<file path="config.mk">
export PLATFORM = sky130hd
export DESIGN_NAME = fault_clear_and_input_current_regs
export DESIGN_NICKNAME = d
export VERILOG_FILES = /design/src/design/fault_clear_pkg.sv /design/src/design/fault_clear_and_input_current_regs.sv
export VERILOG_INCLUDE_DIRS = /design/src /design/src/design
export SDC_FILE = /design/constraint.sdc
export NUM_CORES = 1
export LEC_CHECK = 0
export BUFFER_PORTS_ARGS = -buffer_cell sky130_fd_sc_hd__buf_2
export CORE_ASPECT_RATIO = 0.8
export CORE_MARGIN = 2
export CORE_UTILIZATION = 35
export CTS_CLUSTER_DIAMETER = 50
export DETAILED_ROUTE_END_ITERATION = 10
export HOLD_SLACK_MARGIN = 0.06
export SETUP_SLACK_MARGIN = 0.15
export SLEW_MARGIN = 20
export SYNTH_ARGS = -nofsm -noshare
export SYNTH_HDL_FRONTEND = slang
export SYNTH_SLANG_ARGS = --single-unit
</file>
<file path="constraint.sdc">
create_clock -name mclk -period 1.7 [get_ports mclk]
set_input_delay 0.34 -clock mclk [delete_from_list [all_inputs] [get_ports mclk]]
set_output_delay 0.34 -clock mclk [all_outputs]
set_load 0.01 [all_outputs]
</file>
<file path="src/design/fault_clear_cfg.svh">
/*
  Offsets, field positions, widths and reset values of the fault clear
  and input current result registers.
  Assumes it is included by bare name wherever the register map is needed.
*/
`ifndef FAULT_CLEAR_CFG_SVH
`define FAULT_CLEAR_CFG_SVH

// ************************************************************
// register offsets
// ************************************************************
`define OFS_OVERCURRENT_IRQ_CLEAR 8'h10
`define OFS_EXT_GOOD_FAIL_IRQ_CLEAR 8'h11
`define OFS_INPUT_CURRENT_RESULT_LOW 8'h12
`define OFS_INPUT_CURRENT_RESULT_HIGH 8'h13

// ************************************************************
// field layout
// ************************************************************
`define OC_CLR_MSB 7
`define OC_CLR_LSB 1
`define PG_CLR_MSB 7
`define PG_CLR_LSB 5
`define IIN_HIGH_MSB 2
`define OC_SOURCES 7
`define PG_SOURCES 3
`define IIN_WIDTH 11

// ************************************************************
// reset values
// ************************************************************
`define RST_BYTE 8'h00
`define RST_OC_FLAGS 7'h00
`define RST_PG_FLAGS 3'h0
`define RST_IIN 11'h000
`define RST_IIN_HIGH 3'h0

`endif

</file>
<file path="src/design/fault_clear_pkg.sv">
/*
  Types shared by the fault clear and input current register bank.
  Assumes fault_clear_cfg.svh is available on the include path.
*/
`default_nettype none
`include "fault_clear_cfg.svh"

package fault_clear_pkg;

  // ************************************************************
  // register access request from the serial front end
  // ************************************************************
  typedef struct packed {
    logic wr;
    logic rd;
    logic [7:0] addr;
    logic [7:0] wdata;
  } reg_req_t;

  // ************************************************************
  // raw fault events, one bit per source, high for one cycle
  // ************************************************************
  typedef struct packed {
    logic [`OC_SOURCES-1:0] overcurrent;
    logic [`PG_SOURCES-1:0] good_fail;
  } fault_events_t;

  // measurement span of a conversion
  typedef enum logic {
    SPAN_1A5 = 1'b0,
    SPAN_6A = 1'b1
  } current_span_t;

endpackage

`default_nettype wire

</file>
<file path="src/design/fault_clear_and_input_current_regs.sv">
/*
  Register bank for overcurrent and external supply good-fail clears and
  the clear-on-read input current conversion result.
  Assumes a serial management front end that presents one byte access
  per request cycle, and an ADC that pulses conv_valid with a result.
*/
`timescale 1ns/100ps
`default_nettype none
`include "fault_clear_cfg.svh"

module fault_clear_and_input_current_regs (
  input wire logic mclk,
  input wire logic rstn,
  input wire logic ce,
  input wire fault_clear_pkg::reg_req_t req,
  input wire fault_clear_pkg::fault_events_t events,
  input wire logic conv_valid,
  input wire logic [`IIN_WIDTH-1:0] conv_data,
  input wire fault_clear_pkg::current_span_t span_sel,
  output logic [7:0] rdata,
  output logic rvalid,
  output logic [`OC_SOURCES-1:0] overcurrent_flags,
  output logic [`PG_SOURCES-1:0] good_fail_flags,
  output fault_clear_pkg::current_span_t result_span
);

  // ************************************************************
  // state
  // ************************************************************
  logic [`OC_SOURCES-1:0] oc_flag_reg;
  wire logic [`OC_SOURCES-1:0] oc_flag_next;
  logic [`PG_SOURCES-1:0] pg_flag_reg;
  wire logic [`PG_SOURCES-1:0] pg_flag_next;
  logic [7:0] iin_low_reg;
  logic [7:0] iin_low_next;
  logic [`IIN_HIGH_MSB:0] iin_high_reg;
  logic [`IIN_HIGH_MSB:0] iin_high_next;
  fault_clear_pkg::current_span_t span_reg;
  fault_clear_pkg::current_span_t span_next;
  logic [7:0] rdata_reg;
  logic [7:0] rdata_next;
  logic rvalid_reg;

  // ************************************************************
  // address decode
  // ************************************************************
  wire logic hit_oc_clr;
  wire logic hit_pg_clr;
  wire logic hit_low;
  wire logic hit_high;
  wire logic wr_oc_clr;
  wire logic wr_pg_clr;
  wire logic rd_low;
  wire logic rd_high;

  assign hit_oc_clr = (req.addr == `OFS_OVERCURRENT_IRQ_CLEAR);
  assign hit_pg_clr = (req.addr == `OFS_EXT_GOOD_FAIL_IRQ_CLEAR);
  assign hit_low = (req.addr == `OFS_INPUT_CURRENT_RESULT_LOW);
  assign hit_high = (req.addr == `OFS_INPUT_CURRENT_RESULT_HIGH);
  assign wr_oc_clr = req.wr & hit_oc_clr;
  assign wr_pg_clr = req.wr & hit_pg_clr;
  assign rd_low = req.rd & hit_low;
  assign rd_high = req.rd & hit_high;

  // ************************************************************
  // clear masks
  // ************************************************************
  // bit order: index 6 is the input supply, index 0 the linear regulator
  wire logic [`OC_SOURCES-1:0] oc_clear;
  wire logic [`PG_SOURCES-1:0] pg_clear;

  // bits 7..1 map onto the seven sources
  assign oc_clear = wr_oc_clr ?
    req.wdata[`OC_CLR_MSB:`OC_CLR_LSB] : `RST_OC_FLAGS;
  // bits 7..5 map onto supplies one to three
  assign pg_clear = wr_pg_clr ?
    req.wdata[`PG_CLR_MSB:`PG_CLR_LSB] : `RST_PG_FLAGS;

  // ************************************************************
  // sticky flags
  // ************************************************************
  // a new event in the clear cycle wins, so no fault is lost to a clear; events seen while ce is low are dropped
  genvar i;
  generate
    for (i = 0; i < `OC_SOURCES; i = i + 1)
    begin : g_oc
      // set holds until a clear, set beats clear
      assign oc_flag_next[i] = events.overcurrent[i] |
        (oc_flag_reg[i] & ~oc_clear[i]);
    end
    for (i = 0; i < `PG_SOURCES; i = i + 1)
    begin : g_pg
      // set holds until a clear, set beats clear
      assign pg_flag_next[i] = events.good_fail[i] |
        (pg_flag_reg[i] & ~pg_clear[i]);
    end
  endgenerate

  // ************************************************************
  // conversion result
  // ************************************************************
  // a conversion landing in the read cycle replaces the data, so the
  // fresh sample survives instead of being wiped by the read
  // low byte loaded on conversion, cleared on read
  assign iin_low_next = conv_valid ? conv_data[7:0] :
    (rd_low ? `RST_BYTE : iin_low_reg);
  // high bits loaded on conversion, cleared on read
  assign iin_high_next = conv_valid ? conv_data[`IIN_WIDTH-1:8] :
    (rd_high ? `RST_IIN_HIGH : iin_high_reg);
  assign span_next = conv_valid ? span_sel : span_reg;

  // ************************************************************
  // read data
  // ************************************************************
  // clear bits are strobes and reserved bits hold nothing: both read 0
  wire logic [7:0] high_byte;
  assign high_byte = {5'h00, iin_high_reg};
  assign rdata_next = rd_low ? iin_low_reg :
    (rd_high ? high_byte : `RST_BYTE);

  // ************************************************************
  // flops
  // ************************************************************
  // one short block per register; ce low holds all of them, reads too,
  // so a read strobe seen while frozen is neither answered nor cleared
  // overcurrent flag storage
  always_ff @(posedge mclk)
  begin
    if (!rstn)
    begin
      oc_flag_reg <= `RST_OC_FLAGS;
    end
    else if (ce)
    begin
      oc_flag_reg <= oc_flag_next;
    end
  end

  always_ff @(posedge mclk)
  begin
    if (!rstn)
    begin
      pg_flag_reg <= `RST_PG_FLAGS;
    end
    else if (ce)
    begin
      pg_flag_reg <= pg_flag_next;
    end
  end

  always_ff @(posedge mclk)
  begin
    if (!rstn)
    begin
      iin_low_reg <= `RST_BYTE;
    end
    else if (ce)
    begin
      iin_low_reg <= iin_low_next;
    end
  end

  always_ff @(posedge mclk)
  begin
    if (!rstn)
    begin
      iin_high_reg <= `RST_IIN_HIGH;
    end
    else if (ce)
    begin
      iin_high_reg <= iin_high_next;
    end
  end

  always_ff @(posedge mclk)
  begin
    if (!rstn)
    begin
      span_reg <= fault_clear_pkg::SPAN_1A5;
    end
    else if (ce)
    begin
      span_reg <= span_next;
    end
  end

  always_ff @(posedge mclk)
  begin
    if (!rstn)
    begin
      rdata_reg <= `RST_BYTE;
    end
    else if (ce)
    begin
      rdata_reg <= rdata_next;
    end
  end

  always_ff @(posedge mclk)
  begin
    if (!rstn)
    begin
      rvalid_reg <= 1'b0;
    end
    else if (ce)
    begin
      rvalid_reg <= req.rd;
    end
  end

  assign rdata = rdata_reg;
  assign rvalid = rvalid_reg;
  assign overcurrent_flags = oc_flag_reg;
  assign good_fail_flags = pg_flag_reg;
  assign result_span = span_reg;

endmodule // fault_clear_and_input_current_regs

`default_nettype wire

</file>
== Word-level counts from Yosys, hierarchy flattened ==
Index checks and enable logic that the tools add are counted.

* Bits of input ports: 44
* Word-level logic and storage cells: 58
* Output and inout port bits: 20
* Flip-flop bits (word level): 31

* Muxes and demuxes: 8
* Reduce and logical (&&, ||, !) cells: 5
* Equality and inequality tests: 4
* Bitwise operators: 34

{| class="wikitable"
|+ Operator list
! kind !! number
|-
| 8-bit by 5-bit == test with 1-bit output, second input constant || 4
|-
| 8-bit 2-to-1 mux || 3
|-
| 1-bit bitwise AND || 14
|-
| 3-bit 2-to-1 mux || 4
|-
| 1-bit NOT || 10
|-
| 1-bit bitwise OR || 10
|-
| 7-bit 2-to-1 mux || 1
|-
| 2-bit AND reduction || 3
|-
| 2-bit nonzero test || 2
|}

== Depth between registers and ports, before layout ==
* Depth after elaboration: 6
* Gate-level depth with buffers: 5
* Depth with buffers taken out: 3

== Worst setup path after synthesis ==
No wires, ideal clock.

* Path kind: input to register
* Start: input req[11] (netlist bit)
* End: register pg_flag_reg[0] (netlist: good_fail_flags[0])
* Setup time: 0.138 ns
* Stages on the path: 3
* Arrival time: 1.294 ns
* Path buffers: 0
* Setup slack: 0.268 ns
* Data required time: 1.562 ns
* Path through: or4b_4 > nor4b_2 > a311oi_1

* Longest elaborated chain between the ends: 6

{| class="wikitable"
|+ RTL lines
! element !! RTL line !! RTL
|-
| start: declaration || fault_clear_and_input_current_regs.sv:15 || <nowiki>input wire fault_clear_pkg::reg_req_t req,</nowiki>
|-
| 8-bit by 5-bit == test with 1-bit output (no source line) || n/a ||
|-
| 1-bit bitwise AND || fault_clear_and_input_current_regs.sv:61 || <nowiki>assign wr_pg_clr = req.wr & hit_pg_clr;</nowiki>
|-
| 3-bit 2-to-1 mux (no source line) || n/a ||
|-
| 1-bit NOT || fault_clear_and_input_current_regs.sv:95 || <nowiki>(pg_flag_reg[i] & ~pg_clear[i]);</nowiki>
|-
| 1-bit bitwise AND || fault_clear_and_input_current_regs.sv:95 ||
|-
| 1-bit bitwise OR || fault_clear_and_input_current_regs.sv:94 || <nowiki>assign pg_flag_next[i] = events.good_fail[i] |</nowiki>
|-
| end signal: assignment || fault_clear_and_input_current_regs.sv:143 || <nowiki>pg_flag_reg <= `RST_PG_FLAGS;</nowiki>
|-
| end signal: assignment || fault_clear_and_input_current_regs.sv:147 || <nowiki>pg_flag_reg <= pg_flag_next;</nowiki>
|-
| end: declaration || fault_clear_and_input_current_regs.sv:32 || <nowiki>logic [`PG_SOURCES-1:0] pg_flag_reg;</nowiki>
|}

Every way passes these cells.
A chain may end at the register's enable or synchronous reset.

== Worst setup path after layout ==
* Start: input req[11] (netlist bit)
* End: register rdata_reg[6] (netlist: rdata[6])

* Longest elaborated chain between the ends: 3

{| class="wikitable"
|+ RTL lines
! element !! RTL line !! RTL
|-
| 8-bit by 5-bit == test with 1-bit output (no source line) || n/a ||
|-
| 1-bit bitwise AND || fault_clear_and_input_current_regs.sv:62 || <nowiki>assign rd_low = req.rd & hit_low;</nowiki>
|-
| 8-bit 2-to-1 mux || fault_clear_and_input_current_regs.sv:118 || <nowiki>assign rdata_next = rd_low ? iin_low_reg :</nowiki>
|-
| end signal: assignment || fault_clear_and_input_current_regs.sv:191 || <nowiki>rdata_reg <= `RST_BYTE;</nowiki>
|-
| end signal: assignment || fault_clear_and_input_current_regs.sv:195 || <nowiki>rdata_reg <= rdata_next;</nowiki>
|-
| end: declaration || fault_clear_and_input_current_regs.sv:40 || <nowiki>logic [7:0] rdata_reg;</nowiki>
|}

Every way passes these cells.

==> results.py <==
metrics = {
    "worst_setup_path": {
        "path_class": "in2reg",
        "cp_cell_sequence": "buf_2, or4b_4, nor4b_4, a32o_1",
        "slowest_delay_ns": 0.56,
        "cp_slowest_cell": "or4b_4",
        "timing.rr.start": "iin_high_reg[1]",
        "endpoint_kind": "flop",
        "r2r_setup_slack_ns": 0.82,
        "worstPathRequired_ns": 1.93,
        "crit_arrival_ns": 1.63,
        "critPathMaxFanout": 5,
        "r2r-end": "rdata[1]",
        "startpoint_type": "primary input",
        "reg2reg_depth": 3,
    },
    "timing": {
        "rsz0062_at_grt": "false",
        "max_slew_margin_pct": 51.78,
        "post-route-min-period_ns": 1.402,
        "period_share_pct": 82.49,
        "fmax_mhz": 713.1,
        "worst_clock_skew_ns": 0.0005916,
        "slew_viol_final": 0,
        "final_hold_viol_count": 0,
        "tns_ns": 0,
        "tightest_slew_ns": 0.7206,
        "setup_violations": 0,
    },
    "cells_and_area": {
        "finish.utilization_pct": 49.44,
        "layout_commonest_cell": "buf_2",
        "fill_cells": 329,
        "fin_cells": 226,
        "layout_common_cells": "62 x buf_2, 31 x dfxtp_1, 14 x a21oi_1",
        "drive_above_1_share_pct": 42.93,
        "finish.instance_area_mm2": 0.001704,
        "n_antenna_cell": 0,
        "nets": 227,
        "area_growth_pct": 34.72,
    },
    "route": {
        "drtAntennaViolNets": 0,
        "wl_mm": 3.202,
        "vias_per_cell": 5.270,
        "num_vias": 1191,
        "drc": 0,
        "drtPass1Iterations": 4,
        "wire_per_inst_um": 14.17,
        "drtIter0Drc": 52,
    },
    "floorplan": {
        "start_util_pct": 36.70,
        "core_area_mm2": 0.003447,
        "row_count": 19,
        "die_y_um": 57.77,
        "die-width_um": 71.22,
        "ioPinCount": 64,
        "dieArea_mm2": 0.004114,
    },
    "clock_network": {
        "cts_tree": "built",
        "clk_pin_slew_ns": 0.06,
        "post_cts_buffers": 0,
        "hold_buffers": 0,
        "cts_resized": 0,
        "cts_sinks": 31,
        "cts-buffers-inserted": 5,
        "cts_max_level": 2,
        "clk_latency_ns": 0.28,
        "cts_max_path_buffers": 2,
        "clockRootBuffer": "clkbuf_8",
    },
    "min_path": {
        "whs_endpoint": "good_fail_flags[2]",
        "hold_path_depth": 2,
        "holdCritStartpoint": "req[7]",
        "hold_path_class": "in2reg",
    },
    "global_route": {
        "grt_first_pass_wirelength_mm": 5.313,
        "antenna_found_initial": 0,
        "grt_pass1_vias": 1148,
        "grt_usage_pct": 16.81,
        "overflow": 0,
        "grt_max_degree": 22,
    },
    "yosys": {
        "synth_fp_nets": 162,
        "ys.warnings.count": 0,
        "ys_ff_latch": 31,
        "ys_types": 27,
        "synth_area_mm2": 0.001265,
        "yosysSeqAreaShare_pct": 49.06,
        "synth.avg_cell_area_um2": 10.72,
        "synthCells": 118,
    },
    "power": {
        "power_uw": 1511,
        "powerDensity_mw_per_mm2": 886.5,
        "vdd_drop_max_mv": 0.4983,
        "p_leak_uw": 0.0007747,
    },
    "placement": {
        "dp.cells": 218,
        "place_area_mm2": 0.001623,
        "gp_congestion": 0.7769,
        "dpl.hpwl_mm": 2.461,
        "port_buffers": 62,
    },
    "run": {
        "max-cap-violations": 0,
    },
    "run_status": {
        "outcome": "completed",
    },
}
Yosys cell counts, drive strengths merged:
library cell / number / area [um^2]
a22o: 11 / 96.34
nor4b: 3 / 62.56
or2: 1 / 6.260
a21boi: 7 / 52.55
a311oi: 3 / 26.28
dfxtp: 31 / 620.6
mux2: 3 / 33.78
nand2b: 3 / 18.77
buf: 1 / 5.000
a211oi: 7 / 52.55
nand4: 3 / 18.77
inv: 2 / 7.510
nand2: 5 / 18.77
and3: 1 / 6.260
clkbuf: 6 / 22.52
mux2i: 1 / 10.01
a21oi: 14 / 70.07
and4: 1 / 8.760
and3b: 1 / 8.760
nor2: 4 / 15.01
a41oi: 2 / 25.03
nand3: 1 / 5.000
or4b: 1 / 13.76
a21bo: 1 / 10.01
a32o: 5 / 50.05
stage by stage:
step / setup WS, ns / hold WS, ns
final: 0.2976 / 0.2576
after global routing: 0.2106 / 0.2690
after CTS: 0.2857 / 0.2499
after detailed placement: -0.004898 / 0.4547
after global placement: 0.02946 / 0.4448
after floorplan: 0.2678 / 0.4351
how the worst max path moves through the flow:
stage             from                 end  slack, ns  cells past startpoint
3_3_place_gp   req[11]  good_fail_flags[0]       0.03                      4
4_1_cts        req[11]  good_fail_flags[0]       0.29                      4
2_1_floorplan  req[11]  good_fail_flags[0]       0.27                      3
3_5_place_dp   req[11]  good_fail_flags[2]     -0.005                      4
5_1_grt        req[11]  good_fail_flags[0]       0.21                      4
6_report       req[11]            rdata[6]       0.30                      4
final cells by class:
class	count	area, um^2	area share [%]
Tap cell	42	52.55	3.084
Timing Repair Buffer	65	332.8	19.53
Clock inverter	1	5.005	0.2937
Clock buffer	7	76.32	4.479
Sequential cell	31	620.6	36.42
Multi-Input combinational cell	78	609.3	35.76
Inverter	2	7.507	0.4405
worst max-delay path, delay by kind of cell:
family	cells	cell delay [ns]
AO/OA/AOI/OAI	1	0.22
buffers and inverters	1	0.11
AND/OR/NAND/NOR	2	0.95
kinds of logic after synthesis:
group,Yosys count,synth area share [%]
compound gates,50,30.27
flops,31,49.06
simple gates,24,14.44
buf+inv,9,2.769
mux,4,3.462
layer usage:
layer  up-vias  share of wire (%)  GRT usage, %
met5         -                  0             0
met2        36                 45         23.54
met4         0                1.8         8.086
li1        593                  -             -
met1       557                 46         23.23
met3         5                6.9         5.565
power by group:
part | internal (uW) | switching (uW) | leakage, uW
Clock | 286 | 260 | 0.0000422
Combinational | 93.8 | 97.4 | 0.000479
Sequential | 758 | 15.1 | 0.000254
Note: power is estimated with default switching activity, not from simulation.
